--- config.mk ---
export PLATFORM = sky130hd
export DESIGN_NAME = pch_dev_flat
export DESIGN_NICKNAME = d
export VERILOG_FILES = /design/src/core/pch_pkg.sv /design/src/core/pch_link_if.sv /design/src/core/pch_dev.sv /design/src/flat_wrapper.sv
export SDC_FILE = /design/constraint.sdc
export NUM_CORES = 1
export LEC_CHECK = 0
export BUFFER_PORTS_ARGS = -buffer_cell sky130_fd_sc_hd__buf_2
export CORE_ASPECT_RATIO = 0.5
export CORE_UTILIZATION = 50
export CTS_BUF_LIST = sky130_fd_sc_hd__clkbuf_8
export CTS_CLUSTER_SIZE = 10
export DETAILED_ROUTE_END_ITERATION = 12
export HOLD_SLACK_MARGIN = 0.03
export PLACE_DENSITY_LB_ADDON = 0.2
export SETUP_SLACK_MARGIN = 0.3
export SLEW_MARGIN = 10
export SYNTH_ARGS = -nofsm -noshare
export SYNTH_HDL_FRONTEND = slang
export SYNTH_SLANG_ARGS = --single-unit
export TNS_END_PERCENT = 5
--- constraint.sdc ---
create_clock -name aclk -period 2.2 [get_ports aclk]
set_clock_uncertainty 0.1 [all_clocks]
set_input_delay 0.22 -clock aclk [delete_from_list [all_inputs] [get_ports aclk]]
set_output_delay 0.22 -clock aclk [all_outputs]
set_load 0.02 [all_outputs]
--- src/core/pch_pkg.sv ---
// Shared constants and types for the upper header block.
// Assumes one clock and a 32-bit data path.
package pch_pkg;
  // Configuration dword offsets, byte addressed.
  localparam logic [7:0] PCH_OFF_HDR = 8'h0c;
  localparam logic [7:0] PCH_OFF_MEM0 = 8'h10;
  localparam logic [7:0] PCH_OFF_MEM1 = 8'h14;
  localparam logic [7:0] PCH_OFF_IO = 8'h18;
  localparam logic [7:0] PCH_OFF_CODES = 8'h2c;
  localparam logic [7:0] PCH_OFF_ROM = 8'h30;
  localparam logic [7:0] PCH_OFF_CAP = 8'h34;
  localparam logic [7:0] PCH_OFF_INTR = 8'h3c;
  // Fixed and reset values.
  localparam logic [7:0] PCH_HDR_FORMAT = 8'h00;
  localparam logic [7:0] PCH_SELF_TEST = 8'h00;
  localparam logic [7:0] PCH_INT_LINE_RST = 8'h05;
  localparam logic [7:0] PCH_INT_PIN = 8'h01;
  localparam logic [7:0] PCH_MIN_GNT = 8'h00;
  localparam logic [7:0] PCH_MAX_LAT = 8'h00;
  localparam logic [31:0] PCH_MEM0_RST = 32'hf8000000;
  localparam logic [31:0] PCH_MEM1_RST = 32'hf8000008;
  localparam logic [31:0] PCH_IO_RST = 32'hffffff01;
  localparam logic [31:0] PCH_ROM32_RST = 32'hffff8000;
  localparam logic [31:0] PCH_ROM64_RST = 32'hffff0000;
  localparam logic [31:0] PCH_CAP_AGP = 32'h00000054;
  localparam logic [31:0] PCH_CAP_NO_AGP = 32'h00000060;
  // Sizing probes and window masks.
  localparam logic [31:0] PCH_ALL_ONES = 32'hffffffff;
  localparam logic [31:0] PCH_ROM_PROBE = 32'hfffffffe;
  localparam logic [31:0] PCH_MEM_MASK = 32'hfe000000;
  localparam logic [31:0] PCH_IO_MASK = 32'hffffff00;
  localparam logic [31:0] PCH_ROM_DEC_MASK = 32'hffff0000;
  localparam logic [31:0] PCH_ROM32_WR_MASK = 32'hffff8000;
  // Boot ROM location of the first board code byte.
  localparam logic [15:0] PCH_ROM32_CODE_BASE = 16'h7ff8;
  localparam logic [15:0] PCH_ROM64_CODE_BASE = 16'hfff8;
  localparam logic [1:0] PCH_STRAP_SETTLE = 2'h2;
  // Host register offsets and fields.
  localparam logic [7:0] PCH_H_ADDR = 8'h00;
  localparam logic [7:0] PCH_H_WDATA = 8'h04;
  localparam logic [7:0] PCH_H_CTRL = 8'h08;
  localparam logic [7:0] PCH_H_STATUS = 8'h0c;
  localparam logic [7:0] PCH_H_RDATA = 8'h10;
  localparam int PCH_CTRL_GO = 8;
  localparam logic [1:0] PCH_RESP_OKAY = 2'h0;
  localparam logic [1:0] PCH_RESP_SLVERR = 2'h2;

  typedef enum logic [1:0] {
    PCH_CMD_CFG_RD = 2'h0,
    PCH_CMD_CFG_WR = 2'h1,
    PCH_CMD_MEM = 2'h2,
    PCH_CMD_IO = 2'h3
  } pch_cmd_t;

  typedef enum logic [2:0] {
    PCH_WIN_NONE = 3'h0,
    PCH_WIN_MEM0 = 3'h1,
    PCH_WIN_MEM1 = 3'h2,
    PCH_WIN_IO = 3'h3,
    PCH_WIN_ROM = 3'h4
  } pch_win_t;

  function automatic logic [31:0] pch_merge(logic [31:0] old, logic [31:0] wd,
    logic [3:0] be);
    logic [31:0] m;
    m = old;
    for (int i = 0; i < 4; i++)
    begin
      if (be[i])
      begin
        m[8*i +: 8] = wd[8*i +: 8];
      end
    end
    return m;
  endfunction
endpackage

--- src/core/pch_link_if.sv ---
// Link between the host end and the device end.
// Assumes both ends share one aclk.
`timescale 1ns/1ns
interface pch_link_if;
  logic req_valid;
  logic req_ready;
  pch_pkg::pch_cmd_t req_cmd;
  logic [31:0] req_addr;
  logic [3:0] req_be;
  logic [31:0] req_wdata;
  logic rsp_valid;
  logic rsp_claim;
  logic [31:0] rsp_rdata;

  modport dev(
    input req_valid, req_cmd, req_addr, req_be, req_wdata,
    output req_ready, rsp_valid, rsp_claim, rsp_rdata
  );
  modport host(
    output req_valid, req_cmd, req_addr, req_be, req_wdata,
    input req_ready, rsp_valid, rsp_claim, rsp_rdata
  );
endinterface

--- src/core/pch_dev.sv ---
// Device end: upper header fields, window decode, board code load.
// Assumes a same-clock host, a byte-wide boot ROM that answers in its
// own time, and asynchronous strap pins.
//
// Overview of operation
// - Header format low seven bits read zero.
// - Header format bit 7 reads zero.
// - Self-test byte reads zero, ignores writes.
// - All-ones write restores memory window base.
// - Memory windows decode address bits 31..25.
// - Memory bases reset to fixed values.
// - All-ones write restores I/O window base.
// - I/O window decodes address bits 31..8.
// - I/O base resets to fixed value.
// - Board maker code loads from ROM.
// - Board type code loads from ROM.
// - Expansion code rewrites both board codes.
// - Probe write restores ROM window base.
// - ROM size strapped; decode bits 31..16.
// - ROM base reset follows strapped size.
// - Capability start depends on AGP strap.
// - Interrupt routing number resets to five.
// - Interrupt line select reads one.
// - Grant and latency bytes read zero.
// - Command enables gate memory and I/O.
//
// Our own choices: register access over AXI4-Lite and the register addresses.
`timescale 1ns/1ns
module pch_dev
(
  // Clock and reset
  input wire logic aclk,
  input wire logic aresetn,
  // Link to the host end
  pch_link_if.dev link,
  // Strap pins, asynchronous
  input wire logic strap_rom_64k,
  input wire logic strap_agp_en,
  // Enables from the lower header command register
  input wire logic cmd_io_en,
  input wire logic cmd_mem_en,
  // Boot ROM byte reader
  output logic rom_rd,
  output logic [15:0] rom_addr,
  input wire logic [7:0] rom_rdata,
  input wire logic rom_rvalid,
  // Decode result toward the data path
  output logic win_hit,
  output pch_pkg::pch_win_t win_sel
);
  import pch_pkg::*;

  typedef enum logic [3:0] {
    D_STRAP = 4'b0001,
    D_LOAD = 4'b0010,
    D_WAIT = 4'b0100,
    D_RUN = 4'b1000
  } pch_dst_t;

  typedef struct packed {
    pch_dst_t st;
    logic [1:0] s1;
    logic [1:0] s2;
    logic [1:0] idx;
    logic rom_big;
    logic agp;
    logic [31:0] mem0;
    logic [31:0] mem1;
    logic [31:0] io;
    logic [31:0] rom;
    logic [31:0] codes;
    logic [7:0] intline;
    logic rom_rd;
    logic [15:0] rom_addr;
    logic ready;
    logic rsp_valid;
    logic rsp_claim;
    logic [31:0] rsp_rdata;
    logic hit;
    pch_win_t win;
  } pch_dstate_t;

  pch_dstate_t r;
  pch_dstate_t next_r;

  // Base registers keep their low bits at the reset value, so a sizing read
  // after the probe shows the window size.
  function automatic logic [31:0] bar_wr(logic [31:0] old, logic [31:0] wd,
    logic [3:0] be, logic [31:0] mask, logic [31:0] rst, logic [31:0] probe);
    if (be == 4'hf && wd == probe)
    begin
      return rst;
    end
    return (pch_merge(old, wd, be) & mask) | (rst & ~mask);
  endfunction

  function automatic logic win_match(logic [31:0] a, logic [31:0] base,
    logic [31:0] mask);
    return ((a ^ base) & mask) == 32'h0;
  endfunction

  always_comb
  begin
    logic [31:0] rst_rom;
    logic [31:0] wr_rom;
    logic [7:0] off;
    logic [31:0] a;
    logic [31:0] wd;
    rst_rom = r.rom_big ? PCH_ROM64_RST : PCH_ROM32_RST;
    wr_rom = r.rom_big ? PCH_ROM_DEC_MASK : PCH_ROM32_WR_MASK;
    off = {link.req_addr[7:2], 2'b00};
    a = link.req_addr;
    wd = link.req_wdata;
    next_r = r;
    // Straps pass two flops before use.
    next_r.s1 = {strap_rom_64k, strap_agp_en};
    next_r.s2 = r.s1;
    next_r.rom_rd = 1'b0;
    next_r.rsp_valid = 1'b0;
    next_r.hit = 1'b0;
    unique case (r.st)
      D_STRAP:
      begin
        next_r.idx = r.idx + 2'h1;
        if (r.idx == PCH_STRAP_SETTLE)
        begin
          next_r.rom_big = r.s2[1];
          next_r.agp = r.s2[0];
          next_r.rom = r.s2[1] ? PCH_ROM64_RST : PCH_ROM32_RST;
          next_r.idx = 2'h0;
          next_r.st = D_LOAD;
        end
      end
      D_LOAD:
      begin
        next_r.rom_rd = 1'b1;
        next_r.rom_addr = (r.rom_big ? PCH_ROM64_CODE_BASE : PCH_ROM32_CODE_BASE)
          + {14'h0, r.idx};
        next_r.st = D_WAIT;
      end
      D_WAIT:
      begin
        if (rom_rvalid)
        begin
          // Byte order maker low, maker high, type low, type high.
          next_r.codes[8*r.idx +: 8] = rom_rdata;
          if (r.idx == 2'h3)
          begin
            next_r.ready = 1'b1;
            next_r.st = D_RUN;
          end
          else
          begin
            next_r.idx = r.idx + 2'h1;
            next_r.st = D_LOAD;
          end
        end
      end
      D_RUN:
      begin
        next_r.ready = 1'b1;
        if (r.ready && link.req_valid)
        begin
          // One request in flight; ready drops for the answer cycle.
          next_r.ready = 1'b0;
          next_r.rsp_valid = 1'b1;
          next_r.rsp_claim = 1'b0;
          next_r.rsp_rdata = 32'h0;
          next_r.win = PCH_WIN_NONE;
          unique case (link.req_cmd)
            PCH_CMD_CFG_RD:
            begin
              next_r.rsp_claim = 1'b1;
              case (off)
                PCH_OFF_HDR: next_r.rsp_rdata = {PCH_SELF_TEST, PCH_HDR_FORMAT, 16'h0};
                PCH_OFF_MEM0: next_r.rsp_rdata = r.mem0;
                PCH_OFF_MEM1: next_r.rsp_rdata = r.mem1;
                PCH_OFF_IO: next_r.rsp_rdata = r.io;
                PCH_OFF_CODES: next_r.rsp_rdata = r.codes;
                PCH_OFF_ROM: next_r.rsp_rdata = r.rom;
                PCH_OFF_CAP: next_r.rsp_rdata = r.agp ? PCH_CAP_AGP : PCH_CAP_NO_AGP;
                PCH_OFF_INTR:
                begin
                  next_r.rsp_rdata = {PCH_MAX_LAT, PCH_MIN_GNT, PCH_INT_PIN, r.intline};
                end
                default: next_r.rsp_rdata = 32'h0;
              endcase
            end
            PCH_CMD_CFG_WR:
            begin
              // Fixed fields have no storage, so writes to them fall away.
              next_r.rsp_claim = 1'b1;
              case (off)
                PCH_OFF_MEM0:
                begin
                  next_r.mem0 = bar_wr(r.mem0, wd, link.req_be, PCH_MEM_MASK, PCH_MEM0_RST,
                    PCH_ALL_ONES);
                end
                PCH_OFF_MEM1:
                begin
                  next_r.mem1 = bar_wr(r.mem1, wd, link.req_be, PCH_MEM_MASK, PCH_MEM1_RST,
                    PCH_ALL_ONES);
                end
                PCH_OFF_IO:
                begin
                  next_r.io = bar_wr(r.io, wd, link.req_be, PCH_IO_MASK, PCH_IO_RST,
                    PCH_ALL_ONES);
                end
                PCH_OFF_CODES: next_r.codes = pch_merge(r.codes, wd, link.req_be);
                PCH_OFF_ROM:
                begin
                  next_r.rom = bar_wr(r.rom, wd, link.req_be, wr_rom, rst_rom,
                    PCH_ROM_PROBE);
                end
                PCH_OFF_INTR:
                begin
                  if (link.req_be[0])
                  begin
                    next_r.intline = wd[7:0];
                  end
                end
                default: next_r.rsp_claim = 1'b1;
              endcase
            end
            PCH_CMD_MEM:
            begin
              if (cmd_mem_en)
              begin
                if (win_match(a, r.mem0, PCH_MEM_MASK))
                begin
                  next_r.win = PCH_WIN_MEM0;
                end
                else if (win_match(a, r.mem1, PCH_MEM_MASK))
                begin
                  next_r.win = PCH_WIN_MEM1;
                end
                else if (win_match(a, r.rom, PCH_ROM_DEC_MASK))
                begin
                  next_r.win = PCH_WIN_ROM;
                end
              end
              next_r.hit = next_r.win != PCH_WIN_NONE;
              next_r.rsp_claim = next_r.hit;
            end
            PCH_CMD_IO:
            begin
              if (cmd_io_en && win_match(a, r.io, PCH_IO_MASK))
              begin
                next_r.win = PCH_WIN_IO;
                next_r.hit = 1'b1;
                next_r.rsp_claim = 1'b1;
              end
            end
          endcase
        end
      end
    endcase
  end

  always_ff @(posedge aclk)
  begin
    if (!aresetn)
    begin
      r <= '0;
      r.st <= D_STRAP;
      r.mem0 <= PCH_MEM0_RST;
      r.mem1 <= PCH_MEM1_RST;
      r.io <= PCH_IO_RST;
      r.rom <= PCH_ROM64_RST;
      r.intline <= PCH_INT_LINE_RST;
      r.win <= PCH_WIN_NONE;
    end
    else
    begin
      r <= next_r;
    end
  end

  assign link.req_ready = r.ready;
  assign link.rsp_valid = r.rsp_valid;
  assign link.rsp_claim = r.rsp_claim;
  assign link.rsp_rdata = r.rsp_rdata;
  assign rom_rd = r.rom_rd;
  assign rom_addr = r.rom_addr;
  assign win_hit = r.hit;
  assign win_sel = r.win;
endmodule

--- src/flat_wrapper.sv ---
// flat-port wrapper written by rule: the top's interface ports become plain ports
module pch_dev_flat import pch_pkg::*;
  (aclk, aresetn, strap_rom_64k, strap_agp_en, cmd_io_en, cmd_mem_en, rom_rd, rom_addr, rom_rdata, rom_rvalid, win_hit, win_sel, link_req_valid, link_req_cmd, link_req_addr, link_req_be, link_req_wdata, link_req_ready, link_rsp_valid, link_rsp_claim, link_rsp_rdata);
  pch_link_if link_i ();
  input wire logic aclk;
  input wire logic aresetn;
  input wire logic strap_rom_64k;
  input wire logic strap_agp_en;
  input wire logic cmd_io_en;
  input wire logic cmd_mem_en;
  output logic rom_rd;
  output logic [15:0] rom_addr;
  input wire logic [7:0] rom_rdata;
  input wire logic rom_rvalid;
  output logic win_hit;
  output pch_pkg::pch_win_t win_sel;
  input wire logic [$bits(link_i.req_valid)-1:0] link_req_valid;
  input wire logic [$bits(link_i.req_cmd)-1:0] link_req_cmd;
  input wire logic [$bits(link_i.req_addr)-1:0] link_req_addr;
  input wire logic [$bits(link_i.req_be)-1:0] link_req_be;
  input wire logic [$bits(link_i.req_wdata)-1:0] link_req_wdata;
  output wire logic [$bits(link_i.req_ready)-1:0] link_req_ready;
  output wire logic [$bits(link_i.rsp_valid)-1:0] link_rsp_valid;
  output wire logic [$bits(link_i.rsp_claim)-1:0] link_rsp_claim;
  output wire logic [$bits(link_i.rsp_rdata)-1:0] link_rsp_rdata;
  assign link_i.req_valid = link_req_valid;
  assign link_i.req_cmd = link_req_cmd;
  assign link_i.req_addr = link_req_addr;
  assign link_i.req_be = link_req_be;
  assign link_i.req_wdata = link_req_wdata;
  assign link_req_ready = link_i.req_ready;
  assign link_rsp_valid = link_i.rsp_valid;
  assign link_rsp_claim = link_i.rsp_claim;
  assign link_rsp_rdata = link_i.rsp_rdata;
  pch_dev u_core (.aclk(aclk), .aresetn(aresetn), .link(link_i), .strap_rom_64k(strap_rom_64k), .strap_agp_en(strap_agp_en), .cmd_io_en(cmd_io_en), .cmd_mem_en(cmd_mem_en), .rom_rd(rom_rd), .rom_addr(rom_addr), .rom_rdata(rom_rdata), .rom_rvalid(rom_rvalid), .win_hit(win_hit), .win_sel(win_sel));
endmodule
# == Yosys cells after proc, flatten, opt, wreduce, memory -nomap -nowiden ==
# Cells that the tools add are included.
# totals
ff_bits,236
output_inout_bits,56
word_cells,210
# classes
shifts,2
n_mux,97
eq_ne,31
addsub,3
n_bitwise,8
n_reduce_logical,41
# op_table
op,count
$mux W32,13
$mux W8,32
$pmux W32 S7,1
$mux W72,2
$logic_not A32 Y1,4
$pmux W32 S2,2
$xor A32 B32 Y32,4
$and A32 B32 Y32,2
$eq A32 B32 Y1 const B,2
$mux W16,3
$mux W39,1
$reduce_and A5 Y1,7
$neg A5 Y34,1
$shift A8 B34 Y32 const A,1
$shiftx A8 B34 Y32,1
$bwmux W32,1
$not A32 Y32,1
$or A32 B32 Y32,1
$eq A6 B4 Y1 const B,4
$reduce_and A6 Y1,4
$mux W1,21
$mux W3,7
$mux W4,5
$eq A6 B3 Y1 const B,3
other kinds (26),59

# == Longest topological paths before layout ==
# Gate-level depths: netlist of the first run.
# depth
word_depth,19
mapped_depth,9

# == Worst setup path before layout of the first run ==
# No wires, ideal clock.
# synth_path
kind,reg-to-reg
startpoint,reg u_core.r[232] (netlist bit)
endpoint,reg u_core.r[70] (netlist bit)
required_time_ps,1984
t_arrival_ps,2022
stages_incl_launch_ff,9
setup_slack_ps,-39
cell_sequence,dfxtp_1 -> buf_2 -> or4b_4 -> nor3b_4 -> nand3_2 -> a21oi_4 -> buf_4 -> nand2_1 -> o211a_1
# synth_between
elab_chain_cells,3
# synth_lines
item,line_no,rtl
"start, declared",pch_dev.sv:83,pch_dstate_t r;
"start signal, assigned",pch_dev.sv:275,r <= next_r;
$eq A4 B4 Y1 / $eq A4 B3 Y1 (equally long branches),pch_dev.sv:121,unique case (r.st)
$ne A2 B1 Y1 (no line) (tied with other cells),-,
$reduce_and A6 Y1 (no line),-,
# Parallel ways exist; a longest one is shown, timed or not.
# A chain may end at the register's enable or synchronous reset.

# == Worst setup path after layout of the first run ==
# layout_path
startpoint,reg u_core.r[233] (netlist bit)
endpoint,reg u_core.r[122] (netlist bit)
# layout_between
elab_chain_cells,3
# layout_lines
item,line_no
$eq A4 B4 Y1 / $eq A4 B1 Y1 (equally long branches),pch_dev.sv:121
$ne A2 B2 Y1 (no line) (tied with other cells),-
$reduce_and A5 Y1 (no line),-
# Parallel ways exist; a longest one is shown, timed or not.

==> impl_metrics.json, run 1 <==
{
  "synth_flop_cell": "dfxtp_1",
  "grt_usage_pct": 30.1,
  "syn_avg_cell_area_um2": 8.49,
  "synth_nets": 996,
  "top_level_ports": 142,
  "drv_slew": 0,
  "maxCapViolCount": 0,
  "crit_required_ns": 2.47,
  "holdWs_ns": 0.0540,
  "path_max_fanout": 8,
  "critPathTopFamily": "simple AND/OR/NAND/NOR gates",
  "die_h_um": 89.7,
  "drive_above_1_share_pct": 29.8,
  "min_period_ns": 2.20,
  "die_area_um2": 15900,
  "syn_area_um2": 7690,
  "run_status": "finished clean",
  "synth_top_area_share_pct": 39.3,
  "fin_crit_sh_pct": 99.9,
  "met1Wirelength_um": 11000,
  "vias_per_cell": 5.96,
  "cts_root_buf": "clkbuf_8",
  "wl_met3_um": 2550,
  "critPathMaxStageDelay_ns": 0.57,
  "hpwl_um": 16700,
  "async_flop_share_pct": 0,
  "synth_most_common_cell": "dfxtp_1",
  "io_buffers": 138,
  "grt_pass1_vias": 6655,
  "antenna_found_initial": 0,
  "ir_drop_uv": 499,
  "post-route-util_pct": 65.8,
  "rsz0062_at_grt": "true",
  "layout.nets": 1147,
  "worst-path-buf-inv": 1,
  "tns_ns": 0,
  "gp_congestion": 0.881,
  "design_area_um2": 9710,
  "htreeDepth": 4,
  "yosysWarnings": 0,
  "clock_path_buffers": 2,
  "ant_nets": 0,
  "crit_slowest_cell": "or4b_4",
  "hold_viol_final": 0,
  "setup_viol": 0,
  "netlist_top_cells_count": "dfxtp_1, nand2_1, buf_4",
  "die_w_um": 177,
  "drt-pass1-iter-count": 7,
  "cts_buffers": 17,
  "crit_chain": "or4b_4, nor3b_4, buf_6, o2bb2ai_4, o21a_2, nor2_1, o21ai_1",
  "wl_per_cell_um": 19.6,
  "worstSetupEndpointType": "flip-flop",
  "ys_ff_latch": 151,
  "power_density_nw_per_um2": 628,
  "seq_area_frac_synth_pct": 39.3,
  "core_um2": 14700,
  "fillers": 1203,
  "p_leak_nw": 4.22,
  "yosys-top-cells-area": "dfxtp_1, nand2_1, buf_4",
  "dr_total_vias": 7550,
  "met2_length_um": 10700,
  "worst_pin_slew_ns": 0.721,
  "cts_sinks": 151,
  "yosysTopAreaCell": "dfxtp_1",
  "wirelength_um": 24800,
  "antennaDiodeCount": 0,
  "synth_edf_count": 0,
  "maxSlewHeadroom_pct": 52.0,
  "yosysUniqueCellTypes": 59,
  "maxUsedRoutingLayer": "met4",
  "synthToLayoutAreaGrowth_pct": 26.3,
  "gr-total-overflow": 0,
  "critPathLaunchType": "flip-flop",
  "dp.cells": 1190,
  "hp-class": "in2reg",
  "netlist_instances": 905,
  "start_util_pct": 52.2,
  "clock.fmax_mhz": 455,
  "path_class": "reg2reg",
  "grt_pass1_wl_um": 36200,
  "post_dp_cell_area_um2": 8520,
  "clk_latency_ns": 0.45,
  "drc": 0,
  "stdcell_count": 1266,
  "clk_pin_slew_ns": 0.08,
  "critPathArrivalTime_ns": 2.47,
  "drtIter0Drc": 899,
  "grt_max_degree": 141,
  "tritoncts": "built",
  "fp-row-count": 31
}
stage by stage:
stage	total power, W	setup WS (ns)
CTS	0.00600	0.0638
global route	0.00633	-0.0472
floorplan	0.00356	0.0435
detailed placement	0.00404	-0.0388
global placement	0.00402	0.0260
finish	0.00610	0.00121
final cells by class:
type	count	area, um2	area share (%)
clock inverter	14	101	1.04
sequential	151	3030	31.2
multi-input combinational	639	4340	44.7
timing repair buffer	240	1730	17.9
clock buffer	17	234	2.41
tap	198	248	2.55
inverter	7	26.3	0.271
placed cells by master (no fill, tap or decap), types with 16 or more instances in the layout:
cell type      Yosys  final
dfxtp_1          151    149
dlygate4sd3_1      0     35
and2_1            29     29
o21ai_1            5     16
nand3_1           38     35
nor2_1            40     38
buf_4             55     45
o21ai_0           40     29
nand4_1           16     16
a222oi_1          17     17
buf_2             11    137
o211a_1           34     34
nand2_1          148    122
nor2b_1           16     16
nand2_2            0     25
nor3_2             1     17
xnor2_1           31     31
clkbuf_8           0     17
xor2_1            23     23
a21oi_1           34     34
a22oi_1           50     49
flip-flops by register name (all words and copies together), names as in the netlist:
name	count
u_core.link.req_ready	1
u_core.win_hit	1
u_core.win_sel	3
u_core.r	105
u_core.rom_rd	1
u_core.link.rsp_rdata	32
u_core.link.rsp_valid	1
u_core.link.rsp_claim	1
u_core.rom_addr	4
u_core.next_r	2
per-layer routing:
layer	global-route usage, %	vias to the layer above
met5	0	-
met4	8.78	0
met3	6.19	52
met2	48.0	446
met1	41.6	3563
li1	-	3489
power by group:
group | internal [W] | total (W) | switching (W)
Combinational | 0.000544 | 0.00138 | 0.000833
Sequential | 0.00278 | 0.00283 | 0.0000478
Clock | 0.000777 | 0.00189 | 0.00112
Total | 0.00410 | 0.00610 | 0.00200
what timing repair did:
action / CTS / global route
hold buffers: 35 / 0
buffers inserted: 7 / 1
gates cloned: 0 / 2
hold endpoints to repair: 57 / 0
pin swaps: 12 / 27
gates resized for setup: 48 / 61
endpoints found under the setup margin: 103 / 134
logic make-up after synthesis:
logic type	Yosys count	share of synthesized area (%)
AO/OA/AOI/OAI	218	20.9
XOR/XNOR	54	6.15
other	1	0.0488
flip-flops	151	39.3
AND/OR/NAND/NOR	350	22.6
multiplexers	11	1.43
buffers and inverters	115	8.77
adder cells (fa/ha/maj)	5	0.814
final timing paths:
kind | depth (start not counted) | slack [ns] | from | to
setup / recovery | 7 | 0.001 | u_core.r[233] | u_core.r[122]
hold / removal | 3 | 0.05 | link_req_cmd[1] | u_core.link.rsp_claim
setup reg to reg | 7 | 0.001 | u_core.r[233] | u_core.r[122]
hold reg to reg | 2 | 0.36 | u_core.r[61] | u_core.r[61]
worst reg2reg max path, cell delays in order (launching register included):
cell and delay, ns:
dfxtp_2 0.33, or4b_4 0.57, nor3b_4 0.26, buf_6 0.16, o2bb2ai_4 0.17, o21a_2 0.32, nor2_1 0.08, o21ai_1 0.14
No activity file was read; power rests on OpenSTA's default activity.
==> run 2: changes to the inputs <==
==> constraint.sdc (replaced) <==
create_clock -name aclk -period 2.3 [get_ports aclk]
set_clock_uncertainty 0.1 [all_clocks]
set_input_delay 0.23 -clock aclk [delete_from_list [all_inputs] [get_ports aclk]]
set_output_delay 0.23 -clock aclk [all_outputs]
set_load 0.02 [all_outputs]
==> run 2 against run 1 <==
Sequential power down 5%. Global-route usage grew 0.22 points. Register-to-register slack better by 0.14 ns. Setup slack better by 0.14 ns. Routed wire length decreased by 1.1%. Combinational power is 13% lower. Count of clock-buffer cells in the layout up 1. Sequential cell count unchanged. Total power is 0.91% higher. Die area is the same. Fmax increased by 2.0%. Utilization fell by 2.2 points. Largest cell class unchanged. Highest routed layer unchanged.
==> impl_metrics.json, run 2 (same netlist as run 1, synthesis figures left out) <==
{
  "cp_common_cell": "buf_6",
  "layout.nets": 1130,
  "drive_above_1_share_pct": 24.7,
  "grt_pass1_wl_um": 36400,
  "clk_latency_ns": 0.45,
  "final_cell_mix": "dfxtp_1, nand2_1, buf_2",
  "critPathLaunchType": "flip-flop",
  "antennaDiodeCount": 0,
  "largest_reg_flops": 105,
  "run_status": "finished clean",
  "fin_crit_sh_pct": 93.7,
  "die_w_um": 177,
  "drv_slew": 0,
  "cts_buffers": 17,
  "p_leak_nw": 4.13,
  "synthToLayoutAreaGrowth_pct": 22.0,
  "rsz0062_at_grt": "true",
  "grt_max_degree": 71,
  "grt_usage_pct": 30.3,
  "critPathMaxStageDelay_ns": 0.59,
  "drtIter0Drc": 849,
  "clk_pin_slew_ns": 0.09,
  "htreeDepth": 4,
  "top_register": "u_core.r",
  "io_buffers": 138,
  "ir_drop_uv": 431,
  "die_area_um2": 15900,
  "cts_root_buf": "clkbuf_8",
  "start_util_pct": 52.2,
  "dp.cells": 1175,
  "setup_viol": 0,
  "maxCapViolCount": 0,
  "clock_path_buffers": 2,
  "path_class": "reg2reg",
  "fp-row-count": 31,
  "tritoncts": "built",
  "path_max_fanout": 8,
  "hold_viol_final": 0,
  "hpwl_um": 16800,
  "cts_sinks": 151,
  "worst_pin_slew_ns": 0.661,
  "power_density_nw_per_um2": 656,
  "dr_total_vias": 7470,
  "die_h_um": 89.7,
  "hp-class": "in2reg",
  "wirelength_um": 24500,
  "top_level_ports": 142,
  "ant_nets": 0,
  "worstSetupEndpointType": "flip-flop",
  "gp_congestion": 0.892,
  "drc": 0,
  "crit_slowest_cell": "or4b_4",
  "layout_commonest_cell": "dfxtp_1",
  "stdcell_count": 1250,
  "crit_chain": "or4b_4, nor3b_4, buf_6, o2bb2ai_4, o21ai_2, buf_6, nor3_2, o21ai_1",
  "gr-total-overflow": 0,
  "antenna_found_initial": 0,
  "critPathArrivalTime_ns": 2.36,
  "fillers": 1254,
  "holdWs_ns": 0.0755,
  "grt_pass1_vias": 6632,
  "crit_required_ns": 2.51,
  "core_um2": 14700,
  "maxSlewHeadroom_pct": 55.9,
  "min_period_ns": 2.16,
  "drt-pass1-iter-count": 8,
  "clock.fmax_mhz": 464,
  "wl_per_cell_um": 19.6,
  "vias_per_cell": 5.98
}
-- run 2: cell count changes in the layout (fill, tap and decap cells not counted), sizes merged --
cell	previous run	this run
buf	204	187
dlygate4sd3	35	36
clkinv	6	3
inv	11	13
clkinvlp	4	2
bufinv	0	3
-- run 2: metal layers --
metal | GRT usage [%] | wire (um) | share of wire (%)
met1 | 43.0 | 11100 | 45
met2 | 45.6 | 10500 | 43
met3 | 6.52 | 2360 | 9.6
met4 | 10.9 | 531 | 2.2
met5 | 0 | 0 | 0
-- run 2: final timing paths --
kind                      start                     to  slack (ns)  depth (start not counted)
min             link_req_cmd[1]  u_core.link.rsp_claim        0.08                          3
min reg2reg  u_core.next_r[228]          u_core.r[228]        0.34                          1
max               u_core.r[232]          u_core.r[112]        0.14                          8
max reg2reg       u_core.r[232]          u_core.r[112]        0.14                          8
-- run 2: cell type report --
cell class	count	area, um2	area share [%]
Multi-Input combinational cell	639	4150	44.2
Sequential cell	151	3020	32.2
Clock buffer	18	248	2.64
Clock inverter	14	185	1.97
Tap cell	198	248	2.64
Timing Repair Buffer	223	1500	16.0
Inverter	7	26.3	0.280
-- run 2: worst max-delay path: cells and delay by family, from the launching register on --
kind / cells / cell delay, ns
compound gates: 3 / 0.36
buf+inv: 2 / 0.32
simple gates: 3 / 0.90
flops: 1 / 0.32
-- run 2: what timing repair did --
| item | in CTS | in global routing |
|---|---|---|
| gates cloned | 1 | 1 |
| buffers inserted | 5 | 0 |
| hold endpoints to repair | 53 | 0 |
| endpoints found under the setup margin | 102 | 134 |
| pin swaps | 3 | 3 |
| gates resized for setup | 23 | 15 |
| hold buffers | 36 | 0 |
-- run 2: report_power, final --
group	leakage, nW	internal (W)	switching (W)	total, W
clock network	0.215	0.00113	0.00111	0.00225
logic	2.69	0.000465	0.000738	0.00120
registers	1.22	0.00266	0.0000430	0.00270
-- run 2: through the flow --
step / power (W) / worst slack [ns] / utilization [%] / setup TNS [ns] / cell area (um2)
finish: 0.00615 / 0.144 / 63.6 / 0 / 9380
global route: 0.00639 / 0.0845 / 63.6 / 0 / 9380
CTS: 0.00610 / 0.173 / 63.1 / 0 / 9300
detailed placement: 0.00380 / -0.00564 / 56.7 / -0.00564 / 8360
global placement: 0.00378 / 0.0734 / 56.7 / 0 / 8360
floorplan: 0.00341 / 0.144 / - / 0 / 7730
==> run 3: changes to the inputs <==
--- a/config.mk
+++ b/config.mk
@@ -7,6 +7,7 @@
 export LEC_CHECK = 0
 export BUFFER_PORTS_ARGS = -buffer_cell sky130_fd_sc_hd__buf_2
 export CORE_ASPECT_RATIO = 0.5
+export CORE_MARGIN = 5
 export CORE_UTILIZATION = 50
 export CTS_BUF_LIST = sky130_fd_sc_hd__clkbuf_8
 export CTS_CLUSTER_SIZE = 10
==> run 3 against run 2 <==
Highest routed layer unchanged. Fmax barely moved. Count of clock-buffer cells in the layout did not move. Critical path depth decreased by 1. Sequential power hardly changed. Critical endpoint is now u_core.r[119]. Utilization down 2.4 points. Setup slack better by 0.0020 ns.
==> impl_metrics.json, run 3 (same netlist as run 1, synthesis figures left out) <==
{
  "run_status": "finished clean",
  "grt_pass1_wl_um": 38000,
  "io_buffers": 138,
  "use_met2_pct": 40.6,
  "path_max_fanout": 8,
  "setup_viol": 0,
  "worst_hold_path.num_cells": 3,
  "critPathMaxStageDelay_ns": 0.58,
  "p_leak_nw": 4.11,
  "cts_sinks": 151,
  "grt_usage_pct": 26.4,
  "fp-row-count": 32,
  "wl_per_cell_um": 19.6,
  "met1_usage_pct": 37.2,
  "vias_per_cell": 5.85,
  "hold_start": "link_req_cmd[1]",
  "layout.nets": 1127,
  "hold_viol_final": 0,
  "top_level_ports": 142,
  "critPathArrivalTime_ns": 2.35,
  "drt-pass1-iter-count": 6,
  "post-route-util_pct": 61.2,
  "min_to": "u_core.link.rsp_claim",
  "r2r_end": "u_core.r[119]",
  "die_w_um": 185,
  "start_util_pct": 50.4,
  "gp_congestion": 0.898,
  "final_cell_mix": "dfxtp_1, nand2_1, buf_2",
  "crit_slowest_cell": "or4b_4",
  "post_dp_cell_area_um2": 8370,
  "rsz0062_at_grt": "true",
  "maxSlewHeadroom_pct": 60.0,
  "layout_commonest_cell": "dfxtp_1",
  "critPathTopFamily": "simple AND/OR/NAND/NOR gates",
  "worst-path-buf-inv": 1,
  "p_total_w": 0.00614,
  "reg2reg_slack_ns": 0.15,
  "ir_drop_uv": 401,
  "hp-class": "in2reg",
  "cts_root_buf": "clkbuf_8",
  "hpwl_um": 17200,
  "die_area_um2": 18100,
  "clk_pin_slew_ns": 0.09,
  "crit_chain": "or4b_4, nor3b_4, buf_6, o2bb2ai_4, o21ai_4, nor3_1, o21ai_0",
  "min_period_ns": 2.15,
  "holdWs_ns": 0.0821,
  "worstRegToRegCells": 7,
  "grt_util_met3_pct": 6.43,
  "antenna_found_initial": 1,
  "drtIter0Drc": 880,
  "maxCapViolCount": 0,
  "fin_crit_sh_pct": 93.6,
  "power_density_nw_per_um2": 657,
  "ant_nets": 0,
  "design_area_um2": 9340,
  "top_usage_layer": "met2",
  "cts_buffers": 17,
  "grt_pass1_vias": 7020,
  "dp.cells": 1179,
  "core_um2": 15300,
  "top_register": "u_core.r",
  "drc": 0,
  "die_h_um": 97.7,
  "worstSetupEndpointType": "flip-flop",
  "largest_reg_flops": 105,
  "grt_max_degree": 141,
  "tritoncts": "built",
  "wirelength_um": 24500,
  "htreeDepth": 4,
  "clock.fmax_mhz": 464,
  "worst_pin_slew_ns": 0.599,
  "crit_required_ns": 2.50,
  "drv_slew": 0,
  "critPathLaunchType": "flip-flop",
  "dr_total_vias": 7338,
  "drive_above_1_share_pct": 24.2,
  "synthToLayoutAreaGrowth_pct": 21.5,
  "rr_startpoint": "u_core.r[234]",
  "gr-total-overflow": 0,
  "clk_latency_ns": 0.44,
  "clock_path_buffers": 2,
  "path_class": "reg2reg",
  "stdcell_count": 1254
}
[run 3: changes by cell type in the layout (fill, tap and decap cells not counted), sizes merged]
cell / delta
clkinv: -1
clkinvlp: +2
buf: -2
diode: +1
dlygate4sd3: -1
inv: -1
[run 3: metal layers]
| metal | share of wire, % | vias up |
|---|---|---|
| li1 | - | 3447 |
| met1 | 45 | 3490 |
| met2 | 44 | 365 |
| met3 | 9.6 | 36 |
| met4 | 1.7 | 0 |
| met5 | 0 | - |
[run 3: through the flow]
stage	setup WS, ns	setup TNS (ns)
3_5_place_dp	-0.0280	-0.0280
5_1_grt	0.0841	0
3_3_place_gp	0.0868	0
2_1_floorplan	0.144	0
4_1_cts	0.158	0
6_report	0.146	0
[run 3: area by class of cell]
type,count,area [um2]
sequential,151,3020
clock buffer,18,248
timing repair buffer,220,1480
tap,204,255
antenna,1,2.50
clock inverter,14,186
inverter,7,26.3
multi-input combinational,639,4110
fill,1343,5920
[run 3: worst max path at each step]
stage | start | endpoint | cells past startpoint
after floorplan | u_core.r[233] | u_core.r[70] | 8
after detailed placement | u_core.r[233] | u_core.r[63] | 6
after CTS | u_core.r[234] | u_core.r[119] | 7
final | u_core.r[234] | u_core.r[119] | 7
after global routing | u_core.r[232] | u_core.link.rsp_rdata[28] | 8
after global placement | u_core.r[233] | u_core.r[152] | 6
[run 3: report_power, final]
| group | switching [W] | internal [W] |
|---|---|---|
| clock network | 0.00114 | 0.00113 |
| logic | 0.000711 | 0.000457 |
| registers | 0.0000425 | 0.00266 |
| total | 0.00189 | 0.00425 |
[run 3: what timing repair did]
item,CTS,global route
endpoints found under the setup margin,98,134
pin swaps,4,2
setup buffers,6,1
endpoints found under the hold margin,45,0
gates resized for setup,20,5
hold buffers,35,0
[run 3: worst reg2reg max path, cell delays in order (launching register included)]
cell       delay, ns
dfxtp_2         0.33
or4b_4          0.58
nor3b_4         0.23
buf_6           0.15
o2bb2ai_4       0.19
o21ai_4         0.19
nor3_1          0.16
o21ai_0         0.09
